===== src/rtl/smw_regs.svh =====
`ifndef SMW_REGS_SVH
`define SMW_REGS_SVH
// register addresses on the plain register port
`define SMW_ADDR_TBL_LOW 3'h0
`define SMW_ADDR_WAKE 3'h1
`define SMW_ADDR_MODE 3'h2
`define SMW_ADDR_ISR1 3'h3
`define SMW_ADDR_IRC 3'h4
`define SMW_ADDR_IMASK1 3'h5
// implemented bit masks; all other bits read zero
`define SMW_WAKE_MASK 8'hF0
`define SMW_MODE_MASK 8'h70
`define SMW_ISR1_MASK 8'h47
`define SMW_IRC_MASK 8'hC0
// field positions
`define SMW_WAKE_CMP2 7
`define SMW_WAKE_PORT 6
`define SMW_WAKE_ADC 5
`define SMW_WAKE_EXT 4
`define SMW_MODE_TIMER 6
`define SMW_MODE_CPU 5
`define SMW_MODE_IDLE 4
`define SMW_FLAG_ADC 6
`define SMW_FLAG_EXT 2
`define SMW_FLAG_PORT 1
`define SMW_FLAG_TMR 0
`define SMW_IRC_LSB 6
`define SMW_CFG_OVR 12
`define SMW_CFG_IRC_LSB 2
// reset values
`define SMW_RST_BYTE 8'h00
`define SMW_RST_MODE 8'h60
// timing
`define SMW_WAIT_XTAL 9'd254
`define SMW_WAIT_OTHER 9'd32
`define SMW_STABLE_4M_NS 5000
`define SMW_STABLE_16M_NS 1500
`define SMW_STABLE_8M_NS 3000
`define SMW_CLK_NS 10
`endif


===== src/rtl/smw_pkg.sv =====
package smw_pkg;
   typedef enum logic [1:0] {
      SMW_IRC_4M = 2'h0,
      SMW_IRC_16M = 2'h1,
      SMW_IRC_8M = 2'h2,
      SMW_IRC_BAD = 2'h3
   } smw_irc_t;
   typedef enum logic [1:0] {
      SMW_RUN = 2'h0,
      SMW_STOPPED = 2'h1,
      SMW_COUNT = 2'h3
   } smw_state_t;
   typedef struct packed {
      logic adc_done;
      logic ext_fall;
      logic port_change;
      logic timer_ovf;
      logic cmp2_change;
   } smw_evt_t;
endpackage


===== src/rtl/smw_ctrl.sv =====
`timescale 1ns/100ps
`include "smw_regs.svh"
// How it works
// - table pointer low holds code address bits; increment overflow carries up
// - decrement underflow borrows one from the high pointer
// - comparator 2 change wakes only with its enable set; it sets no flag
// - port 6 change wake gated by its enable bit
// - adc complete wake gated by its enable bit
// - external pin wake gated by its enable bit
// - unused bits always read zero
// - mode bit 6 picks timer clock: 0 sub, 1 main
// - mode bit 5 picks cpu clock; 0 also stops main oscillator
// - sleep instruction enters idle if bit 4 set, else sleep
// - after stable oscillator, count 254 (crystal to normal) else 32 clocks
// - adc done sets flag bit 6, software clears
// - falling external pin edge sets flag bit 2
// - port 6 change sets flag bit 1
// - timer 0 overflow sets flag bit 0
// - software only clears flags, never sets
// - flag read returns flags anded with mask register
// - irc select acts only when config word bit 12 is one
// - irc code 00 4 MHz, 01 16 MHz, 10 8 MHz, 11 invalid
// - irc select loads config word bits 3..2 at init
// - irc change holds cpu for new frequency stable time
module smw_ctrl (
   // clock and reset
   input wire logic core_clk,
   input wire logic srst,
   // register port
   input wire logic [2:0] reg_addr,
   input wire logic [7:0] reg_wdata,
   input wire logic reg_wr,
   input wire logic reg_rd,
   output logic [7:0] reg_rdata,
   // table pointer steps from the table read sequencer
   input wire logic tbl_inc,
   input wire logic tbl_dec,
   output logic tbl_carry,
   output logic tbl_borrow,
   // event sources (same clock) and external pin (asynchronous)
   input wire smw_pkg::smw_evt_t evt,
   input wire logic ext_int_n_pin,
   // core status
   input wire logic sleep_instruction,
   input wire logic osc_stable,
   input wire logic crystal_osc,
   input wire logic [15:0] config_word_one,
   // outputs
   output logic timer_clock_select,
   output logic cpu_clock_select,
   output logic main_osc_stop,
   output logic idle_mode,
   output logic sleep_mode,
   output logic wake_up,
   output logic cpu_hold,
   output logic [1:0] irc_mode,
   output logic irc_mode_active
);
   localparam int STABLE_4M = (`SMW_STABLE_4M_NS + `SMW_CLK_NS - 1) / `SMW_CLK_NS;
   localparam int STABLE_16M = (`SMW_STABLE_16M_NS + `SMW_CLK_NS - 1) / `SMW_CLK_NS;
   localparam int STABLE_8M = (`SMW_STABLE_8M_NS + `SMW_CLK_NS - 1) / `SMW_CLK_NS;

   function automatic logic hit(input logic [2:0] a, input logic [2:0] r);
      hit = (a == r);
   endfunction

   logic [7:0] table_pointer_low_r;
   logic [7:0] wake_control_r;
   logic [7:0] mode_select_r;
   logic [7:0] isr_one_r;
   logic [7:0] irc_select_r;
   logic [7:0] interrupt_mask_one_r;
   logic [7:0] flag_set;
   logic [7:0] rd_nxt;
   logic ext_meta_r;
   logic ext_sync_r;
   logic ext_prev_r;
   logic ext_fall;
   logic wake_req;
   logic init_done_r;
   logic [9:0] irc_cnt_r;
   logic [8:0] wake_cnt_r;
   smw_pkg::smw_state_t state_r;

   // two-stage synchroniser; edge detect compares the second stage with its one-cycle-delayed copy
   always_ff @(posedge core_clk) begin
      ext_meta_r <= ext_int_n_pin;
      ext_sync_r <= ext_meta_r;
      ext_prev_r <= ext_sync_r;
   end
   assign ext_fall = ext_prev_r & ~ext_sync_r;

   // table pointer low with carry and borrow out
   always_ff @(posedge core_clk) begin
      if (srst) begin
         table_pointer_low_r <= `SMW_RST_BYTE;
         tbl_carry <= 1'b0;
         tbl_borrow <= 1'b0;
      end else begin
         tbl_carry <= tbl_inc && (table_pointer_low_r == 8'hFF);
         tbl_borrow <= tbl_dec && !tbl_inc && (table_pointer_low_r == 8'h00);
         if (reg_wr && hit(reg_addr, `SMW_ADDR_TBL_LOW)) begin
            table_pointer_low_r <= reg_wdata;
         end else if (tbl_inc) begin
            table_pointer_low_r <= table_pointer_low_r + 8'h01;
         end else if (tbl_dec) begin
            table_pointer_low_r <= table_pointer_low_r - 8'h01;
         end
      end
   end

   // control registers; unused bits never stored
   always_ff @(posedge core_clk) begin
      if (srst) begin
         wake_control_r <= `SMW_RST_BYTE;
         mode_select_r <= `SMW_RST_MODE;
         interrupt_mask_one_r <= `SMW_RST_BYTE;
      end else if (reg_wr) begin
         if (hit(reg_addr, `SMW_ADDR_WAKE)) begin
            wake_control_r <= reg_wdata & `SMW_WAKE_MASK;
         end
         if (hit(reg_addr, `SMW_ADDR_MODE)) begin
            mode_select_r <= reg_wdata & `SMW_MODE_MASK;
         end
         if (hit(reg_addr, `SMW_ADDR_IMASK1)) begin
            interrupt_mask_one_r <= reg_wdata & `SMW_ISR1_MASK;
         end
      end
   end

   // interrupt flags: hardware sets, software writes 0 to clear; set wins
   always_comb begin
      flag_set = 8'h00;
      flag_set[`SMW_FLAG_ADC] = evt.adc_done;
      flag_set[`SMW_FLAG_EXT] = ext_fall;
      flag_set[`SMW_FLAG_PORT] = evt.port_change;
      flag_set[`SMW_FLAG_TMR] = evt.timer_ovf;
   end

   always_ff @(posedge core_clk) begin
      if (srst) begin
         isr_one_r <= `SMW_RST_BYTE;
      end else if (reg_wr && hit(reg_addr, `SMW_ADDR_ISR1)) begin
         isr_one_r <= ((isr_one_r & reg_wdata) | flag_set) & `SMW_ISR1_MASK;
      end else begin
         isr_one_r <= (isr_one_r | flag_set) & `SMW_ISR1_MASK;
      end
   end

   // irc select: loaded from config at init, then software may change it
   always_ff @(posedge core_clk) begin
      if (srst) begin
         irc_select_r <= `SMW_RST_BYTE;
         init_done_r <= 1'b0;
      end else if (!init_done_r) begin
         irc_select_r <= {config_word_one[`SMW_CFG_IRC_LSB +: 2], 6'h00};
         init_done_r <= 1'b1;
      end else if (reg_wr && hit(reg_addr, `SMW_ADDR_IRC)) begin
         irc_select_r <= reg_wdata & `SMW_IRC_MASK;
      end
   end
   assign irc_mode_active = config_word_one[`SMW_CFG_OVR];
   assign irc_mode = irc_select_r[`SMW_IRC_LSB +: 2];

   // hold after an irc change for the stable time of the new frequency
   always_ff @(posedge core_clk) begin
      if (srst) begin
         irc_cnt_r <= 10'h000;
      end else if (init_done_r && irc_mode_active && reg_wr
                   && hit(reg_addr, `SMW_ADDR_IRC)
                   && reg_wdata[`SMW_IRC_LSB +: 2] != irc_mode) begin
         unique case (smw_pkg::smw_irc_t'(reg_wdata[`SMW_IRC_LSB +: 2]))
            smw_pkg::SMW_IRC_4M: irc_cnt_r <= 10'(STABLE_4M);
            smw_pkg::SMW_IRC_16M: irc_cnt_r <= 10'(STABLE_16M);
            smw_pkg::SMW_IRC_8M: irc_cnt_r <= 10'(STABLE_8M);
            smw_pkg::SMW_IRC_BAD: irc_cnt_r <= 10'h000;
         endcase
      end else if (irc_cnt_r != 10'h000) begin
         irc_cnt_r <= irc_cnt_r - 10'h001;
      end
   end

   // gated wake sources
   assign wake_req = (evt.cmp2_change & wake_control_r[`SMW_WAKE_CMP2])
      | (evt.port_change & wake_control_r[`SMW_WAKE_PORT])
      | (evt.adc_done & wake_control_r[`SMW_WAKE_ADC])
      | (ext_fall & wake_control_r[`SMW_WAKE_EXT]);

   // power state: run, stopped (sleep or idle), then wake count
   always_ff @(posedge core_clk) begin
      if (srst) begin
         state_r <= smw_pkg::SMW_RUN;
         idle_mode <= 1'b0;
         wake_cnt_r <= 9'h000;
      end else begin
         unique case (state_r)
            smw_pkg::SMW_RUN: begin
               if (sleep_instruction) begin
                  idle_mode <= mode_select_r[`SMW_MODE_IDLE];
                  state_r <= smw_pkg::SMW_STOPPED;
               end
            end
            smw_pkg::SMW_STOPPED: begin
               if (wake_req) begin
                  state_r <= smw_pkg::SMW_COUNT;
                  wake_cnt_r <= 9'h000;
               end
            end
            smw_pkg::SMW_COUNT: begin
               if (osc_stable) begin
                  wake_cnt_r <= wake_cnt_r + 9'h001;
                  if (wake_cnt_r + 9'h001 >= ((crystal_osc && mode_select_r[`SMW_MODE_CPU])
                      ? `SMW_WAIT_XTAL : `SMW_WAIT_OTHER)) begin
                     state_r <= smw_pkg::SMW_RUN;
                     idle_mode <= 1'b0;
                  end
               end
            end
            default: state_r <= smw_pkg::SMW_RUN;
         endcase
      end
   end

   assign sleep_mode = (state_r == smw_pkg::SMW_STOPPED) && !idle_mode;
   assign wake_up = (state_r == smw_pkg::SMW_STOPPED) && wake_req;
   assign cpu_hold = (state_r != smw_pkg::SMW_RUN) || (irc_cnt_r != 10'h000);
   assign timer_clock_select = mode_select_r[`SMW_MODE_TIMER];
   assign cpu_clock_select = mode_select_r[`SMW_MODE_CPU];
   assign main_osc_stop = !mode_select_r[`SMW_MODE_CPU] || sleep_mode;

   // read mux
   always_comb begin
      unique case (reg_addr)
         `SMW_ADDR_TBL_LOW: rd_nxt = table_pointer_low_r;
         `SMW_ADDR_WAKE: rd_nxt = wake_control_r;
         `SMW_ADDR_MODE: rd_nxt = mode_select_r;
         `SMW_ADDR_ISR1: rd_nxt = isr_one_r & interrupt_mask_one_r;
         `SMW_ADDR_IRC: rd_nxt = irc_select_r;
         `SMW_ADDR_IMASK1: rd_nxt = interrupt_mask_one_r;
         default: rd_nxt = 8'h00;
      endcase
   end

   always_ff @(posedge core_clk) begin
      if (srst) begin
         reg_rdata <= 8'h00;
      end else if (reg_rd) begin
         reg_rdata <= rd_nxt;
      end else begin
         reg_rdata <= 8'h00;
      end
   end
endmodule


===== config.mk =====
export PLATFORM = sky130hd
export DESIGN_NAME = smw_ctrl
export DESIGN_NICKNAME = d
export VERILOG_FILES = /design/src/rtl/smw_pkg.sv /design/src/rtl/smw_ctrl.sv
export VERILOG_INCLUDE_DIRS = /design/src /design/src/rtl
export SDC_FILE = /design/constraint.sdc
export NUM_CORES = 1
export LEC_CHECK = 0
export BUFFER_PORTS_ARGS = -buffer_cell sky130_fd_sc_hd__buf_4
export CORE_MARGIN = 8
export CORE_UTILIZATION = 53
export CTS_CLUSTER_DIAMETER = 150
export DETAILED_ROUTE_END_ITERATION = 7
export PLACE_DENSITY = 0.83
export SYNTH_ARGS = -nofsm -noshare
export SYNTH_HDL_FRONTEND = slang
export SYNTH_SLANG_ARGS = --single-unit

===== constraint.sdc =====
create_clock -name core_clk -period 2.5 [get_ports core_clk]
set_input_delay 0.125 -clock core_clk [delete_from_list [all_inputs] [get_ports core_clk]]
set_output_delay 0.125 -clock core_clk [all_outputs]
set_load 0.02 [all_outputs]

==> results.yml <==
critical_path:
  required_ns: 2.75
  start_kind: "flop"
  crit_type: "flop to flop"
  critPathMaxFanout: 7
  end_kind: "flop"
  reg2reg_depth: 9
  cp.arrival_ns: 2.61
route:
  drtPass1Iterations: 5
  totalWireLength_um: 7990
  drt_iter0_drc: 219
  routedWlPerCell_um: 15.3
  num_vias: 3049
  drc_errors: 0
  route.detailed.vias_per_inst: 5.85
  drtAntennaViolNets: 0
power_and_ir_drop:
  power_leakage_nw: 1.64
  switching_share_pct: 33.4
  p_comb_share_pct: 32.4
  p_switching_w: 0.000969
  internal-power_w: 0.00193
  power_density_nw_per_um2: 750
  irDropWorstVdd_mv: 0.502
  power_frac_seq_pct: 41.4
  p_clk_share_pct: 26.2
grt:
  antenna_found_initial: 0
  track_usage_pct: 19.2
  grt_pass1_wl_um: 13800
  overflow: 0
  grt_max_degree: 45
  first_global_vias: 2950
outcome:
  outcome: "finished, final reports clean"
sta:
  finalSetupTns_ns: 0
  worst_slack_ns: 0.141
  tightest_slew_ns: 0.824
  finalSetupViolations: 0
  holdWs_ns: 0.0243
  hold_violations: 0
  rsz0062_at_grt: "false"
  final.period_utilization_pct: 94.4
  clock_skew_ns: 0.00687
  max-slew-margin-rel_pct: 44.9
  finalMaxSlewViolations: 0
  clock.fmax_mhz: 424
  min_period_ns: 2.36
synthesis:
  netlist_area_um2: 3300
  synth_edf_count: 0
  synth_cell_types: 54
  syn_nets: 456
  synth-seq-area-share_pct: 37.0
  syn_area_per_cell_um2: 8.19
  synthArstFlopShare_pct: 0
  syn_inst: 403
  synth_flop_cell: "dfxtp_1"
  yosysWarningCount: 0
  synth-seq-cells: 61
die:
  die_y_um: 94.9
  io_pins: 62
  core_um2: 5960
  start_util_pct: 55.4
  die_area_um2: 9010
  rows: 28
  die_x_um: 94.9
final_layout:
  drive_above_1_share_pct: 15.5
  syn_to_final_growth_pct: 17.0
  fillers: 520
  layout_common_cells: "61 x nor2_1, 61 x dfxtp_1, 50 x buf_4"
  diodes: 0
  final_nets: 496
placed_design:
  place_ws_ns: 0.135
  dp_hpwl_um: 5680
  place_congestion: 0.909
  io_buffers: 47
clock_tree:
  postCtsSetupRepairBufs: 0
  cts_max_level: 3
  clk_latency_ns: 0.34
  clk_pin_slew_worst_paths_ns: 0.07
  clockBufferDepth: 2
  numCtsBuffers: 9
  cts_tree: "yes"
  cts.sinks: 61
  cts_root_buffer: "clkbuf_8"
worst_hold_path:
  hold_class: "primary input to flop"
  hold_depth: 3
flow_run:
  cap_violations: 0
-- synth_stat cells (4+ instances only) --
| library cell | instances | area share [%] |
|---|---|---|
| xor2_1 | 11 | 2.9 |
| ha_1 | 10 | 3.8 |
| dfxtp_1 | 61 | 37 |
| nor4_1 | 4 | 0.76 |
| a21oi_1 | 32 | 4.9 |
| nor3_1 | 14 | 2.1 |
| nand3_1 | 8 | 1.2 |
| o21ai_0 | 23 | 3.5 |
| a32oi_1 | 4 | 1.1 |
| xnor2_1 | 5 | 1.3 |
| a311oi_1 | 5 | 1.3 |
| mux2i_1 | 19 | 5.8 |
| clkbuf_1 | 19 | 2.2 |
| o211ai_1 | 4 | 0.91 |
| a21o_1 | 7 | 1.6 |
| nor2b_1 | 6 | 1.1 |
| inv_1 | 16 | 1.8 |
| a31oi_1 | 7 | 1.3 |
| nand4_1 | 4 | 0.76 |
| a211oi_1 | 11 | 2.5 |
| nand2_1 | 23 | 2.6 |
| nor2_1 | 61 | 6.9 |
| nand2b_1 | 5 | 0.95 |
-- layer usage --
metal	up-vias	routed length, µm	global-route usage, %
met3	10	507	6.83
met2	82	3880	32.1
met5	-	0	0
li1	1538	-	-
met1	1419	3530	22.7
met4	0	72	4.94
-- flip-flops by register name, summed over array words and instances, names as in the netlist --
| register | flops |
|---|---|
| mode_select_r | 3 |
| ext_meta_r | 1 |
| tbl_borrow | 1 |
| interrupt_mask_one_r | 4 |
| table_pointer_low_r | 8 |
| irc_cnt_r | 10 |
| init_done_r | 1 |
| wake_control_r | 4 |
| irc_select_r | 2 |
| isr_one_r | 4 |
| ext_prev_r | 1 |
| ext_sync_r | 1 |
| tbl_carry | 1 |
| idle_mode | 1 |
| wake_cnt_r | 9 |
| reg_rdata | 8 |
| state_r | 2 |
-- cell type report --
class | instances | area (µm²) | share of cell area (%)
Multi-Input combinational cell | 303 | 1930 | 50.0
Sequential cell | 61 | 1220 | 31.6
Timing Repair Buffer | 51 | 385 | 9.98
Clock buffer | 12 | 155 | 4.02
Tap cell | 75 | 93.8 | 2.43
Inverter | 17 | 63.8 | 1.65
Clock inverter | 2 | 10.0 | 0.259
-- worst max-delay path, stage by stage (launching register included) --
cell       delay, ns
dfxtp_1         0.36
ha_1            0.32
inv_1           0.04
ha_1            0.29
a21bo_2         0.23
a2111oi_1       0.40
o211ai_1        0.13
o221ai_1        0.11
a31oi_2         0.15
a311oi_2        0.24
-- what timing repair did --
| item | 4_1_cts | 5_1_grt |
|---|---|---|
| setup endpoints to repair | 0 | 1 |
| gates resized for setup | 0 | 3 |
| hold buffers | 1 | 0 |
| hold endpoints to repair | 1 | 0 |
-- cell families after synthesis --
group,Yosys count,share of synthesized area (%)
and+or+nand+nor,150,22.6
adders and majority gates,11,4.40
buffers and inverters,39,4.85
xor gates and xnor gates,16,4.25
AOI/OAI and AO/OA,106,20.7
muxes,20,6.22
DFF,61,37.0
-- power by group through the flow --
stage               combinational [W]  sequential, W  clock (W)
floorplan                    0.000725        0.00119          0
global placement             0.000891        0.00121          0
detailed placement           0.000923        0.00122          0
CTS                          0.000938        0.00120   0.000767
global route                  0.00107        0.00122   0.000825
finish                       0.000939        0.00120   0.000758
-- per-stage QoR --
step	cell area, µm²	instances	utilization, %	total power (W)
after floorplan	3300	403	-	0.00191
after global placement	3670	506	61.7	0.00210
after detailed placement	3670	506	61.7	0.00214
after CTS	3850	521	64.6	0.00290
after global routing	3860	521	64.8	0.00311
final	3860	521	64.8	0.00290
-- path summary, 6_finish.rpt --
| kind | start | end | slack, ns |
|---|---|---|---|
| worst min register to register | ext_meta_r | ext_sync_r | 0.33 |
| worst max register to register | wake_cnt_r[0] | state_r[0] | 0.14 |
| worst min-delay path | evt[1] | isr_one_r[0] | 0.02 |
| worst max-delay path | wake_cnt_r[0] | state_r[0] | 0.14 |
Power figures use the tool's default switching activity.
